===== config.mk =====
export PLATFORM = sky130hd
export DESIGN_NAME = display_vsync_cursor_position
export DESIGN_NICKNAME = d
export VERILOG_FILES = /design/src/rtl/vsync_cursor_pkg.sv /design/src/rtl/display_vsync_cursor_position.sv
export SDC_FILE = /design/constraint.sdc
export NUM_CORES = 1
export LEC_CHECK = 0
export ABC_AREA = 1
export BUFFER_PORTS_ARGS = -buffer_cell sky130_fd_sc_hd__buf_2
export CORE_MARGIN = 8
export CORE_UTILIZATION = 54
export CTS_CLUSTER_DIAMETER = 50
export CTS_CLUSTER_SIZE = 10
export DETAILED_ROUTE_END_ITERATION = 10
export PLACE_DENSITY = 0.77
export SETUP_SLACK_MARGIN = 0.02
export SKIP_CTS_REPAIR_TIMING = 1
export SYNTH_ARGS = -nofsm -noshare
export SYNTH_HDL_FRONTEND = slang
export SYNTH_SLANG_ARGS = --single-unit

===== constraint.sdc =====
create_clock -name clk_i -period 2.6 [get_ports clk_i]
set_input_delay 0.26 -clock clk_i [delete_from_list [all_inputs] [get_ports clk_i]]
set_output_delay 0.26 -clock clk_i [all_outputs]
set_load 0.01 [all_outputs]

===== src/rtl/vsync_cursor_pkg.sv =====
// package: register map, field layout and carrier types for the vertical sync
// and cursor position block; no assumptions beyond a 32-bit classic wishbone
package vsync_cursor_pkg;
	localparam logic [15:0] crt_vsync_timing_off = 16'h8348;
	localparam logic [15:0] panel_vsync_timing_off = 16'h834c;
	localparam logic [15:0] cursor_x_position_off = 16'h8350;
	localparam logic [15:0] current_scan_line_off = 16'h8354;
	localparam logic [15:0] line_total_off = 16'h8360;
	localparam int line_w = 11;
	localparam int end_lsb = 16;
	localparam int end_msb = 26;
	localparam int start_lsb = 0;
	localparam int start_msb = 10;
	localparam int xoff_lsb = 11;
	localparam int xoff_msb = 15;
	localparam int interlace_bit = 31;
	localparam logic [10:0] crt_bias = 11'h001;
	localparam logic [10:0] panel_bias = 11'h002;
	localparam logic [31:0] timing_reset = 32'h0000_0000;
	localparam logic [31:0] cursor_reset = 32'h0000_0000;
	localparam logic [31:0] total_reset = 32'h0000_020d;
	localparam logic [10:0] hpix_reset = 11'h320;
	typedef struct packed
	{
		logic [10:0] x;
		logic [4:0] xoff;
	} cursor_pos_t;
	typedef struct packed
	{
		logic crt_vsync;
		logic panel_vsync;
		logic frame_start;
		logic field_odd;
	} sync_out_t;
endpackage


===== src/rtl/display_vsync_cursor_position.sv =====
// vertical line counter, crt and panel vertical sync, frame-latched cursor x
// assumes a wishbone classic master and a line-rate enable from horizontal timing
`timescale 1ns/100ps
module display_vsync_cursor_position
#(
	parameter int line_w = 11
)
(
	input wire logic clk_i,
	input wire logic rst_i,
	input wire logic wb_cyc_i,
	input wire logic wb_stb_i,
	input wire logic wb_we_i,
	input wire logic [15:0] wb_adr_i,
	input wire logic [3:0] wb_sel_i,
	input wire logic [31:0] wb_dat_i,
	output logic [31:0] wb_dat_o,
	output logic wb_ack_o,
	input wire logic half_line_i,
	input wire logic line_end_i,
	output logic crt_vsync_o,
	output logic panel_vsync_o,
	output logic frame_start_o,
	output logic field_odd_o,
	output logic [10:0] cursor_x_o,
	output logic [4:0] cursor_col_o
);

	// state of the register file
	logic [31:0] crt_q, crt_d;
	logic [31:0] panel_q, panel_d;
	logic [31:0] curx_q, curx_d;
	logic [31:0] total_q, total_d;
	logic ack_q, ack_d;
	logic [31:0] rdat_q, rdat_d;
	// timing state
	logic [line_w-1:0] line_q, line_d;
	logic field_q, field_d;
	logic crt_sync_q, crt_sync_d;
	logic panel_int_q, panel_int_d;
	logic panel_out_q, panel_out_d;
	logic frame_q, frame_d;
	vsync_cursor_pkg::cursor_pos_t cur_q, cur_d;

	logic req;
	logic wr;
	logic step;
	logic wrap;
	logic interlace;
	logic [10:0] vtotal;

	function automatic logic [31:0] merge(input logic [31:0] old, input logic [31:0] nw,
		input logic [3:0] sel);
		logic [31:0] r;
		r = old;
		for (int i = 0; i < 4; i++)
		begin
			if (sel[i])
			begin
				r[i*8 +: 8] = nw[i*8 +: 8];
			end
		end
		return r;
	endfunction

	// programmed value plus encoding bias gives the real line
	function automatic logic [10:0] decode(input logic [10:0] f, input logic [10:0] bias);
		return f + bias;
	endfunction

	assign req = wb_cyc_i && wb_stb_i && !ack_q;
	assign interlace = total_q[vsync_cursor_pkg::interlace_bit];
	assign vtotal = total_q[10:0];
	// line advance: half-line steps when interlaced
	assign step = interlace ? (half_line_i || line_end_i) : line_end_i;
	assign wrap = step && (line_q >= line_w'(vtotal - 11'h001));

	// write strobe; scan line register has no write path
	assign wr = req && wb_we_i;

	// crt sync timing register
	always_comb
	begin
		crt_d = crt_q;
		if (wr && wb_adr_i == vsync_cursor_pkg::crt_vsync_timing_off)
		begin
			crt_d = merge(crt_q, wb_dat_i, wb_sel_i);
		end
	end

	always_ff @(posedge clk_i)
	begin
		if (rst_i)
		begin
			crt_q <= vsync_cursor_pkg::timing_reset;
		end
		else
		begin
			crt_q <= crt_d;
		end
	end

	// panel sync timing register
	always_comb
	begin
		panel_d = panel_q;
		if (wr && wb_adr_i == vsync_cursor_pkg::panel_vsync_timing_off)
		begin
			panel_d = merge(panel_q, wb_dat_i, wb_sel_i);
		end
	end

	always_ff @(posedge clk_i)
	begin
		if (rst_i)
		begin
			panel_q <= vsync_cursor_pkg::timing_reset;
		end
		else
		begin
			panel_q <= panel_d;
		end
	end

	// cursor x register, software copy not yet shown
	always_comb
	begin
		curx_d = curx_q;
		if (wr && wb_adr_i == vsync_cursor_pkg::cursor_x_position_off)
		begin
			curx_d = merge(curx_q, wb_dat_i, wb_sel_i);
		end
	end

	always_ff @(posedge clk_i)
	begin
		if (rst_i)
		begin
			curx_q <= vsync_cursor_pkg::cursor_reset;
		end
		else
		begin
			curx_q <= curx_d;
		end
	end

	// vertical total and interlace enable
	always_comb
	begin
		total_d = total_q;
		if (wr && wb_adr_i == vsync_cursor_pkg::line_total_off)
		begin
			total_d = merge(total_q, wb_dat_i, wb_sel_i);
		end
	end

	always_ff @(posedge clk_i)
	begin
		if (rst_i)
		begin
			total_q <= vsync_cursor_pkg::total_reset;
		end
		else
		begin
			total_q <= total_d;
		end
	end

	// bus answer: ack one cycle after the request, read data registered
	always_comb
	begin
		ack_d = req;
		rdat_d = rdat_q;
		if (req && !wb_we_i)
		begin
			unique case (wb_adr_i)
				vsync_cursor_pkg::crt_vsync_timing_off:
					rdat_d = crt_q;
				vsync_cursor_pkg::panel_vsync_timing_off:
					rdat_d = panel_q;
				vsync_cursor_pkg::cursor_x_position_off:
					rdat_d = curx_q;
				vsync_cursor_pkg::current_scan_line_off:
					rdat_d = {21'h000000, 11'(line_q)};
				vsync_cursor_pkg::line_total_off:
					rdat_d = total_q;
				default:
					rdat_d = 32'h0000_0000;
			endcase
		end
	end

	always_ff @(posedge clk_i)
	begin
		if (rst_i)
		begin
			rdat_q <= 32'h0000_0000;
			ack_q <= 1'b0;
		end
		else
		begin
			rdat_q <= rdat_d;
			ack_q <= ack_d;
		end
	end

	// compare lines decoded from the programmed fields
	logic [10:0] crt_on;
	logic [10:0] crt_off;
	logic [10:0] pan_on;
	logic [10:0] pan_off;
	logic [10:0] cmp;

	assign crt_on = decode(crt_q[vsync_cursor_pkg::start_msb:vsync_cursor_pkg::start_lsb],
		vsync_cursor_pkg::crt_bias);
	assign crt_off = decode(crt_q[vsync_cursor_pkg::end_msb:vsync_cursor_pkg::end_lsb],
		vsync_cursor_pkg::crt_bias);
	assign pan_on = decode(panel_q[vsync_cursor_pkg::start_msb:vsync_cursor_pkg::start_lsb],
		vsync_cursor_pkg::panel_bias);
	assign pan_off = decode(panel_q[vsync_cursor_pkg::end_msb:vsync_cursor_pkg::end_lsb],
		vsync_cursor_pkg::panel_bias);
	// compares use the line value this step moves to
	assign cmp = wrap ? 11'h000 : 11'(line_q + 1'b1);

	// line counter, field flag and frame start pulse
	always_comb
	begin
		line_d = line_q;
		field_d = field_q;
		frame_d = 1'b0;
		if (step)
		begin
			line_d = wrap ? '0 : line_q + 1'b1;
			// odd total in half steps: fields start half a line apart
			if (wrap)
			begin
				frame_d = 1'b1;
				field_d = interlace ? !field_q : 1'b0;
			end
		end
	end

	always_ff @(posedge clk_i)
	begin
		if (rst_i)
		begin
			line_q <= '0;
			field_q <= 1'b0;
			frame_q <= 1'b0;
		end
		else
		begin
			line_q <= line_d;
			field_q <= field_d;
			frame_q <= frame_d;
		end
	end

	// crt sync, compared on every step so it follows half lines
	always_comb
	begin
		crt_sync_d = crt_sync_q;
		if (step && cmp == crt_on)
		begin
			crt_sync_d = 1'b1;
		end
		if (step && cmp == crt_off)
		begin
			crt_sync_d = 1'b0;
		end
	end

	always_ff @(posedge clk_i)
	begin
		if (rst_i)
		begin
			crt_sync_q <= 1'b0;
		end
		else
		begin
			crt_sync_q <= crt_sync_d;
		end
	end

	// panel sync: internal level, then one output register stage
	always_comb
	begin
		panel_int_d = panel_int_q;
		panel_out_d = panel_int_q;
		if (step && cmp == pan_on)
		begin
			panel_int_d = 1'b1;
		end
		if (step && cmp == pan_off)
		begin
			panel_int_d = 1'b0;
		end
	end

	always_ff @(posedge clk_i)
	begin
		if (rst_i)
		begin
			panel_int_q <= 1'b0;
			panel_out_q <= 1'b0;
		end
		else
		begin
			panel_int_q <= panel_int_d;
			panel_out_q <= panel_out_d;
		end
	end

	// cursor copy taken only at frame start, so no tearing mid-frame
	always_comb
	begin
		cur_d = cur_q;
		if (step && wrap)
		begin
			cur_d.x = curx_q[10:0];
			cur_d.xoff = curx_q[vsync_cursor_pkg::xoff_msb:vsync_cursor_pkg::xoff_lsb];
		end
	end

	always_ff @(posedge clk_i)
	begin
		if (rst_i)
		begin
			cur_q <= '0;
		end
		else
		begin
			cur_q <= cur_d;
		end
	end

	assign wb_ack_o = ack_q;
	assign wb_dat_o = rdat_q;
	assign crt_vsync_o = crt_sync_q;
	assign panel_vsync_o = panel_out_q;
	assign frame_start_o = frame_q;
	assign field_odd_o = field_q;
	assign cursor_x_o = cur_q.x;
	// first visible pattern column; pixels left of it are skipped
	assign cursor_col_o = cur_q.xoff;

endmodule // display_vsync_cursor_position


; ---- After elaboration in Yosys (flattened, before gate mapping)
; Cells that the tools add are included.
[classes]
n_addsub = 6
n_lt_le_gt_ge = 1
eq_ne = 9
muxes = 5
bitwise_logic = 1
n_reduce_logical = 38
[op_table]
columns = operator, count
row1 = 32-bit case mux with 5 select lines, 1
row2 = "16-bit == test, second input constant", 5
row3 = 11-bit == test, 4
row4 = 2-bit AND reduction, 17
row5 = "11-bit by 1-bit adder with 11-bit output, second input constant", 3
row6 = "11-bit by 2-bit adder with 11-bit output, second input constant", 2
row7 = 1-bit logical AND, 14
row8 = 11-bit >= comparator, 1
row9 = 11-bit two-way mux, 1
row10 = "11-bit by 1-bit subtractor with 11-bit output, second input constant", 1
row11 = 2-bit OR reduction, 3
row12 = 1-bit zero test, 3
row13 = 1-bit two-way mux, 3
row14 = 1-bit logical OR, 1
row15 = 1-bit NOT, 1
[totals]
register_bits = 193
in_bits = 59
out_inout_bits = 53
elab_cells = 86

; ---- Longest topological paths before layout
; Gate-level depths: netlist of the first run.
[depth]
word_depth = 7
depth_mapped = 24
ltp_nobuf = 23

; ---- Worst setup path after synthesis of the first run
; Ideal clock, no wire load.
[synth_path]
path_type = register to register
start = register total_q[0]
end = register panel_int_q
setup_time_ps = 114
arrival_ps = 2742
required_ps = 2486
setup_slack_ps = -256
path_stages_with_launch = 24
n_path_buf = 2
synth_period_minus_slack_ps = 2856
path_cell_list = dfxtp_1 inv_1 ha_1 nand4_1 nor3_1 nand3_1 xor2_1 ha_1 nand2_1 inv_1 nand2_1 nand2_1 nor2_1 nand3_1 nand2_2 buf_4 buf_2 nand4_1 nand2_1 nand3_1 nor2_1 nand2_1 nand2_1 nor2_1
[synth_between]
elab_chain_cells = 7
word_cells_on_any_way = 9
classes_between = add/sub (1) / order compare (1) / eq/ne (2) / mux (1) / reduce/logical (4)
[synth_rtl]
columns = item, line
row1 = start: declaration, display_vsync_cursor_position.sv:33  ; logic [31:0] total_q, total_d;
row2 = start signal: assignment, display_vsync_cursor_position.sv:161  ; total_q <= vsync_cursor_pkg::total_reset;
row3 = start signal: assignment, display_vsync_cursor_position.sv:165  ; total_q <= total_d;
row4 = 11-bit by 1-bit subtractor with 11-bit output (*), display_vsync_cursor_position.sv:76  ; assign wrap = step && (line_q >= line_w'(vtotal - 11'h001));
row5 = 11-bit >= comparator (*), display_vsync_cursor_position.sv:76
row6 = 1-bit logical AND (*), display_vsync_cursor_position.sv:76
row7 = 11-bit two-way mux (*), display_vsync_cursor_position.sv:223  ; assign cmp = wrap ? 11'h000 : 11'(line_q + 1'b1);
row8 = 11-bit == test, display_vsync_cursor_position.sv:294  ; if (step && cmp == pan_off)
row9 = 1-bit logical AND, display_vsync_cursor_position.sv:294
row10 = 2-bit OR reduction (no line), --
row11 = end signal: assignment, display_vsync_cursor_position.sv:309  ; panel_int_q <= panel_int_d;
row12 = end: declaration, display_vsync_cursor_position.sv:40  ; logic panel_int_q, panel_int_d;
; Mark *: on every way between the ends. The rest lies on a longest branch, timed or not.
; A chain may end at the register's enable or synchronous reset.

; ---- Worst setup path in the final report of the first run
; Ends and elaborated chain as after synthesis.

==> results.md, run 1 <==
- Outcome: finished with violations
- Violations in the final reports: setup timing
- ANT cells: 0
- DIE AREA: ~24000 um^2
- Worst hold slack: 101.5 ps
- Routed length per instance: 17.45 um
- Initial antenna violation count: 0
- Drt pass-1 iters: 5
- Max Cap Viol: 0
- I/O pins: approximately 110
- First-pass GRT wire length: 49.41 mm
- Reg2Reg Setup Slack: -450 ps
- WHS Path Cells: 3
- Top cell type's share of synthesized area: 37.67%
- Pre-CTS WS: -399.1 ps
- Post-layout min period: approximately 3100 ps
- Total track usage: 25.63%
- WHS Endpoint: total_q[9]$_SDFFE_PP1P_
- Setup TNS: -6128 ps
- Post-DR vias/cell: approximately 5.7
- Skew final: 9.190 ps
- Flop pwr share: 48.6%
- Leak: about 5.2 nW
- Startpoint Class: register
- DIE HEIGHT: 153.8 um
- Layout Nets: ~1600
- Hold Vio Cnt, Final: 0
- DRT Wirelength: roughly 31 mm
- Post-route insts no fill: roughly 1800
- Int Power: 4.579 mW
- Sw frac: between 20% and 30%
- Max-slew violation count: 0
- H-Tree Depth: 4
- Worst path required time: 2970 ps
- Routing usage on met3: 5.717%
- RSZ-0062 raised after global routing: true
- Asr flop ratio synth: 0%
- Total clock sinks: 193
- CP arrival: approximately 3400 ps
- Routability Congestion: ~1.0
- Clk slew on worst S/H paths: 70 ps
- Gate Count Post-Synth: 1401
- Clock Power Share: 40.1%
- Post-synthesis sequential area ratio: 37.67%
- IO Port Bufs: around 110
- Remaining antenna violation count: 0
- Post-route setup slack: -453.0 ps
- Met2 usage: approximately two fifths
- Area Growth Syn to Fin: 18.78%
- Post-synth EDFFs: 0
- Placed insts: 1741
- Pwr Density: 511.3 nW/um^2
- Share of layout cells above drive strength 1: 19.99%
- RR Startpoint: total_q[0]$_SDFFE_PP1P_
- Most common cell after layout, fill and taps aside: nand2_1
- Syn. warnings: 0
- Final-report setup violation count: 30
- Inserted Clock Buffers: 17
- Slew @ Worst Pin: 705.8 ps
- CTS tree: yes
- Synthesized cell area: 10260 um^2
- Synth area leader: dfxtp_1
- Finished Core Util: roughly 65%
- Via count: just over 10000
- Worst setup path class: reg -> reg
- Worst skew pair latency: between 400 and 500 ps
- Largest net degree at the start of global routing: 150
- Met1 usage in global routing: 33.48%
- GRT busiest layer: met2
- Type of element capturing the critical path: register
- DRC errors left: 0
- CP Launch Point: total_q[0]$_SDFFE_PP1P_
- Synthesized flop and latch total: ~190
- Top_reg_cell synth: dfxtp_1
- Comb pwr share: 11.3%
- Core area: 18640 um^2
- Num rows: 50
- Worst hold start: wb_dat_i[9]
- Most frequent cells in the layout: nand2_1 (227), nor2_1 (219), dfxtp_1 (191)
- R2R Path End: panel_int_q$_SDFFE_PP0P_
- Initial DRC Count: 1024
- Max Clk Rate: 327.5 MHz
- Period utilisation layout: 117.4%
- Hold crit path type: in -> reg
- NetSw: 1.649 mW
- Detailed Place HPWL: 23.04 mm
- Max clock buf depth: 2
- Grt total ovfl: 0
- Root buffer cell: clkbuf_16
- Cells on worst reg2reg path: 24
- Post-synth cell types: 40
- Synth Net Count: 1477
- Crit Path Max Fanout: 5
- Avg Cell Area, Syn: about 7.3 um^2
- Die Width: 153.8 um
- Relative slew slack: 52.89%
- Vias in the first global route: approximately 9400
- Starting density of the core: roughly 55%
- Worst VDD drop: about 0.00046 V
- Area contributors post-synth: dfxtp_1 (38%), nand2_1 (8.8%), nor2_1 (8.2%)
logic make-up after synthesis:
logic type | Yosys count | share of synthesized area [%]
xor gates and xnor gates | 44 | 3.757
AOI/OAI and AO/OA | 272 | 18.28
DFF | 193 | 37.67
and+or+nand+nor | 640 | 28.55
adders and majority gates | 17 | 2.074
buffers and inverters | 235 | 9.674
worst max-delay path by stage:
stage,slack [ps],to,cells after the start
after floorplan,-110,panel_int_q$_SDFFE_PP0P_,23
after global placement,-360,crt_vsync_o$_SDFFE_PP0P_,24
after detailed placement,-400,crt_vsync_o$_SDFFE_PP0P_,24
after CTS,-420,crt_vsync_o$_SDFFE_PP0P_,24
after global routing,-710,panel_int_q$_SDFFE_PP0P_,24
final,-450,panel_int_q$_SDFFE_PP0P_,24
metal layers:
layer	vias up	share of wire, %
li1	4987	-
met1	4683	42
met2	486	47
met3	64	8.7
met4	0	2.3
met5	-	0
registers in the layout, indices dropped and copies added, names as in the netlist:
signal,flops
line_q,11
wb_ack_o,1
panel_vsync_o,1
field_odd_o,1
cursor_col_o,5
frame_start_o,1
crt_vsync_o,1
panel_int_q,1
panel_q,32
wb_dat_o,32
cursor_x_o,11
curx_q,32
total_q,32
crt_q,32
per-stage QoR:
stage / cell area, um^2 / total power [mW]
floorplan: 10330 / 3.461
global placement: 11330 / 3.705
detailed placement: 11330 / 3.708
CTS: 11870 / 6.158
global route: 12180 / 6.419
finish: 12180 / 6.228
power by group through the flow:
| stage | registers [mW] | logic, mW | clock network, mW |
|---|---|---|---|
| finish | 3.03 | 0.704 | 2.50 |
| global route | 3.03 | 0.762 | 2.63 |
| CTS | 3.03 | 0.619 | 2.51 |
| detailed placement | 3.09 | 0.614 | 0 |
| global placement | 3.09 | 0.612 | 0 |
| floorplan | 3.10 | 0.356 | 0 |
final cells by class:
cell class                 instances  area, um^2
sequential                       193        3866
clock buffer                      20       436.7
multi-input combinational        973        5604
tap                              234       292.8
clock inverter                    10       103.9
timing repair buffer             183        1240
inverter                         167       638.1
fill                            1656        6461
worst max-delay path, stage by stage (launching register included):
cell	delay (ps)
dfxtp_2	340
inv_4	70
ha_4	120
nand4_1	120
nor3_2	210
nand3_1	120
xor2_1	160
ha_1	320
nand2_2	100
nor2_1	50
nand2_1	60
nor2_1	40
nor2_1	140
nand3_2	110
nand2_4	150
buf_12	170
nand2_4	70
buf_6	130
nand2_1	70
nand2_1	50
nor2_1	80
nand2_1	60
nor2_1	90
a21oi_1	70
nor2_1	80
synth_stat cells (4+ instances only):
cell,number
a211oi_1,108
a211oi_2,17
a21oi_1,43
buf_2,12
buf_4,7
buf_6,9
clkbuf_1,40
dfxtp_1,193
ha_1,17
inv_1,160
inv_2,5
nand2_1,240
nand2_2,7
nand2_4,4
nand3_1,59
nand3b_1,7
nand4_1,50
nor2_1,224
nor2_4,17
nor3_1,22
o2111ai_1,21
o211ai_1,6
o21ai_0,62
o22ai_1,9
xnor2_1,4
xor2_1,40
No activity file was read; power rests on OpenSTA's default activity.
==> run 2, diff against run 1 <==
--- a/config.mk
+++ b/config.mk
@@ -14,5 +14,5 @@
 export DETAILED_ROUTE_END_ITERATION = 10
 export PLACE_DENSITY = 0.77
-export SETUP_SLACK_MARGIN = 0.02
+export SETUP_SLACK_MARGIN = 0.05
 export SKIP_CTS_REPAIR_TIMING = 1
 export SYNTH_ARGS = -nofsm -noshare
==> constraint.sdc (replaced) <==
create_clock -name clk_i -period 2.6 [get_ports clk_i]
set_input_delay 0.26 -clock clk_i [delete_from_list [all_inputs] [get_ports clk_i]]
set_output_delay 0.26 -clock clk_i [all_outputs]
set_load 0.1 [all_outputs]
==> run 2 against run 1 <==
Net effect: the run still ends with setup timing left; cell count rose by 0.34%; maximum frequency fell by 0.17%; register-to-register slack barely moved; count of clock-buffer cells in the layout rose by 1; critical path depth did not move; setup slack got worse by 5.3 ps; critical endpoint is now crt_vsync_o$_SDFFE_PP0P_; largest cell class unchanged.
==> results.md, run 2 (synthesized netlist as in run 1, its figures left out) <==
- Outcome: finished with violations
- Violations in the final reports: setup timing
- Delay of the slowest cell on the worst path: around 340 ps
- Sw frac: 28.88%
- Startpoint Class: register
- Pre-CTS WS: -445.8 ps
- Starting density of the core: 55.01%
- Layout Nets: about 1600
- Relative slew slack: between 50% and 60%
- Met2 usage: about two fifths
- CP Launch Point: total_q[1]$_SDFFE_PP0P_
- Via count: 10150
- Post-route setup slack: -458.3 ps
- Post-layout min period: 3058 ps
- Largest net degree at the start of global routing: 150
- Post-layout instance area: 12200 um^2
- DIE AREA: approximately 24000 um^2
- Max-slew violation count: 0
- Post-route insts no fill: ~1800
- Clk slew on worst S/H paths: 70 ps
- Max clock buf depth: 2
- Type of element capturing the critical path: register
- Hold Vio Cnt, Final: 0
- Core area: 18640 um^2
- Initial DRC Count: 974
- RR Startpoint: total_q[1]$_SDFFE_PP0P_
- Crit Path Max Fanout: 7
- Crit-path most repeated cell: nand2_1
- Finished Core Util: 65.42%
- Comb pwr share: 13.5%
- Remaining antenna violation count: 0
- Met1 usage in global routing: about a third
- Worst VDD drop: slightly above 0.0004 V
- Most frequent cells in the layout: nand2_1 (231), nor2_1 (216), dfxtp_1 (192)
- DRT Wirelength: 31.27 mm
- Placed Area: 11350 um^2
- Total clock sinks: 193
- Vias in the first global route: 9440
- ANT cells: 0
- Drt pass-1 iters: 7
- I/O pins: 112
- Final-report setup violation count: 31
- Fillers: 1642
- Die Width: 153.8 um
- Critical path's top delay family: simple AND/OR/NAND/NOR gates
- DRC errors left: 0
- Hold crit path type: in -> reg
- Total track usage: 25.65%
- Routed length per instance: 17.51 um
- First-pass GRT wire length: 49.29 mm
- Worst path bufs/invs: 2
- Placed insts: 1744
- Most common cell after layout, fill and taps aside: nand2_1
- Skew final: 12.96 ps
- H-Tree Depth: 4
- Slew @ Worst Pin: 703.1 ps
- Grt total ovfl: 0
- RSZ-0062 raised after global routing: true
- Pwr Density: approximately 540 nW/um^2
- Inserted Clock Buffers: 17
- Routing usage on met3: 5.101%
- Worst hold start: wb_dat_i[9]
- Period utilisation layout: 117.6%
- Area Growth Syn to Fin: 18.92%
- Num rows: 50
- Share of layout cells above drive strength 1: 19.91%
- Worst path required time: slightly below 3000 ps
- Initial antenna violation count: 0
- Int Power: 4.672 mW
- Routability Congestion: between 0.9 and 1
- Worst hold slack: 82.33 ps
- Post-DR vias/cell: 5.685
- Worst setup path class: reg -> reg
- Flop pwr share: 46.1%
- Root buffer cell: clkbuf_16
- CP arrival: 3390 ps
- Worst skew pair latency: between 400 and 500 ps
- CTS tree: yes
- Clock Power Share: a little over 40%
- Crit path max-delay cell type: dfxtp_2
- DIE HEIGHT: 153.8 um
- GRT busiest layer: met2
- Max Cap Viol: 0
- Leak: 5.196 nW
- NetSw: about 1.9 mW
- CP cell instances: inv_2 -> ha_4 -> nand4_1 -> nor3_2 -> nand3_1 -> xor2_1 -> ha_1 -> nand2_2 -> nor2_1 -> nand2_1 -> nor2_1 -> nor2_1 -> nand3_2 -> nand2_4 -> buf_12 -> nand2_8 -> nand2_1 -> nand2_1 -> nor2_1 -> nand2_1 -> nor2_2 -> nand2_1 -> nand2_1 -> nor2_1
- IO Port Bufs: 111
- Detailed Place HPWL: between 20 and 25 mm
- Max Clk Rate: 327.0 MHz
## run 2: per-stage QoR
step / TNS (ps) / power, mW
after floorplan: -1199 / 3.661
after global routing: -12770 / 6.746
after CTS: -6650 / 6.504
after global placement: -3397 / 3.903
after detailed placement: -6385 / 3.909
final: -6318 / 6.568
## run 2: power by group through the flow
stage | Clock (mW) | Combinational [mW] | Sequential, mW
floorplan | 0 | 0.357 | 3.30
global placement | 0 | 0.810 | 3.09
detailed placement | 0 | 0.816 | 3.09
CTS | 2.66 | 0.818 | 3.03
global route | 2.77 | 0.943 | 3.03
finish | 2.66 | 0.884 | 3.03
## run 2: worst paths after layout
| path | cells after the start | slack, ps | endpoint |
|---|---|---|---|
| setup reg to reg | 24 | -460 | crt_vsync_o$_SDFFE_PP0P_ |
| hold / removal | 3 | 80 | total_q[9]$_SDFFE_PP1P_ |
| setup / recovery | 24 | -460 | crt_vsync_o$_SDFFE_PP0P_ |
| hold reg to reg | 2 | 460 | wb_dat_o[11]$_SDFFE_PP0P_ |
## run 2: tightest hold or removal path: stages
cell and delay [ps]:
buf_2 100, nand2_1 50, o211ai_1 70
## run 2: layout make-up
class	instances	area (um^2)	share of cell area, %
clock buffers	21	470.5	3.857
inverters	167	635.6	5.211
clock inverters	10	112.6	0.9233
flip-flops and latches	193	3865	31.69
multi-input cells	973	5558	45.57
repair buffers	188	1262	10.35
well taps	234	292.8	2.400
## run 2: metal layers
metal	up-vias	wire length, um
met3	43	2598
li1	4996	-
met2	423	14730
met1	4691	13400
met5	-	0
met4	0	544
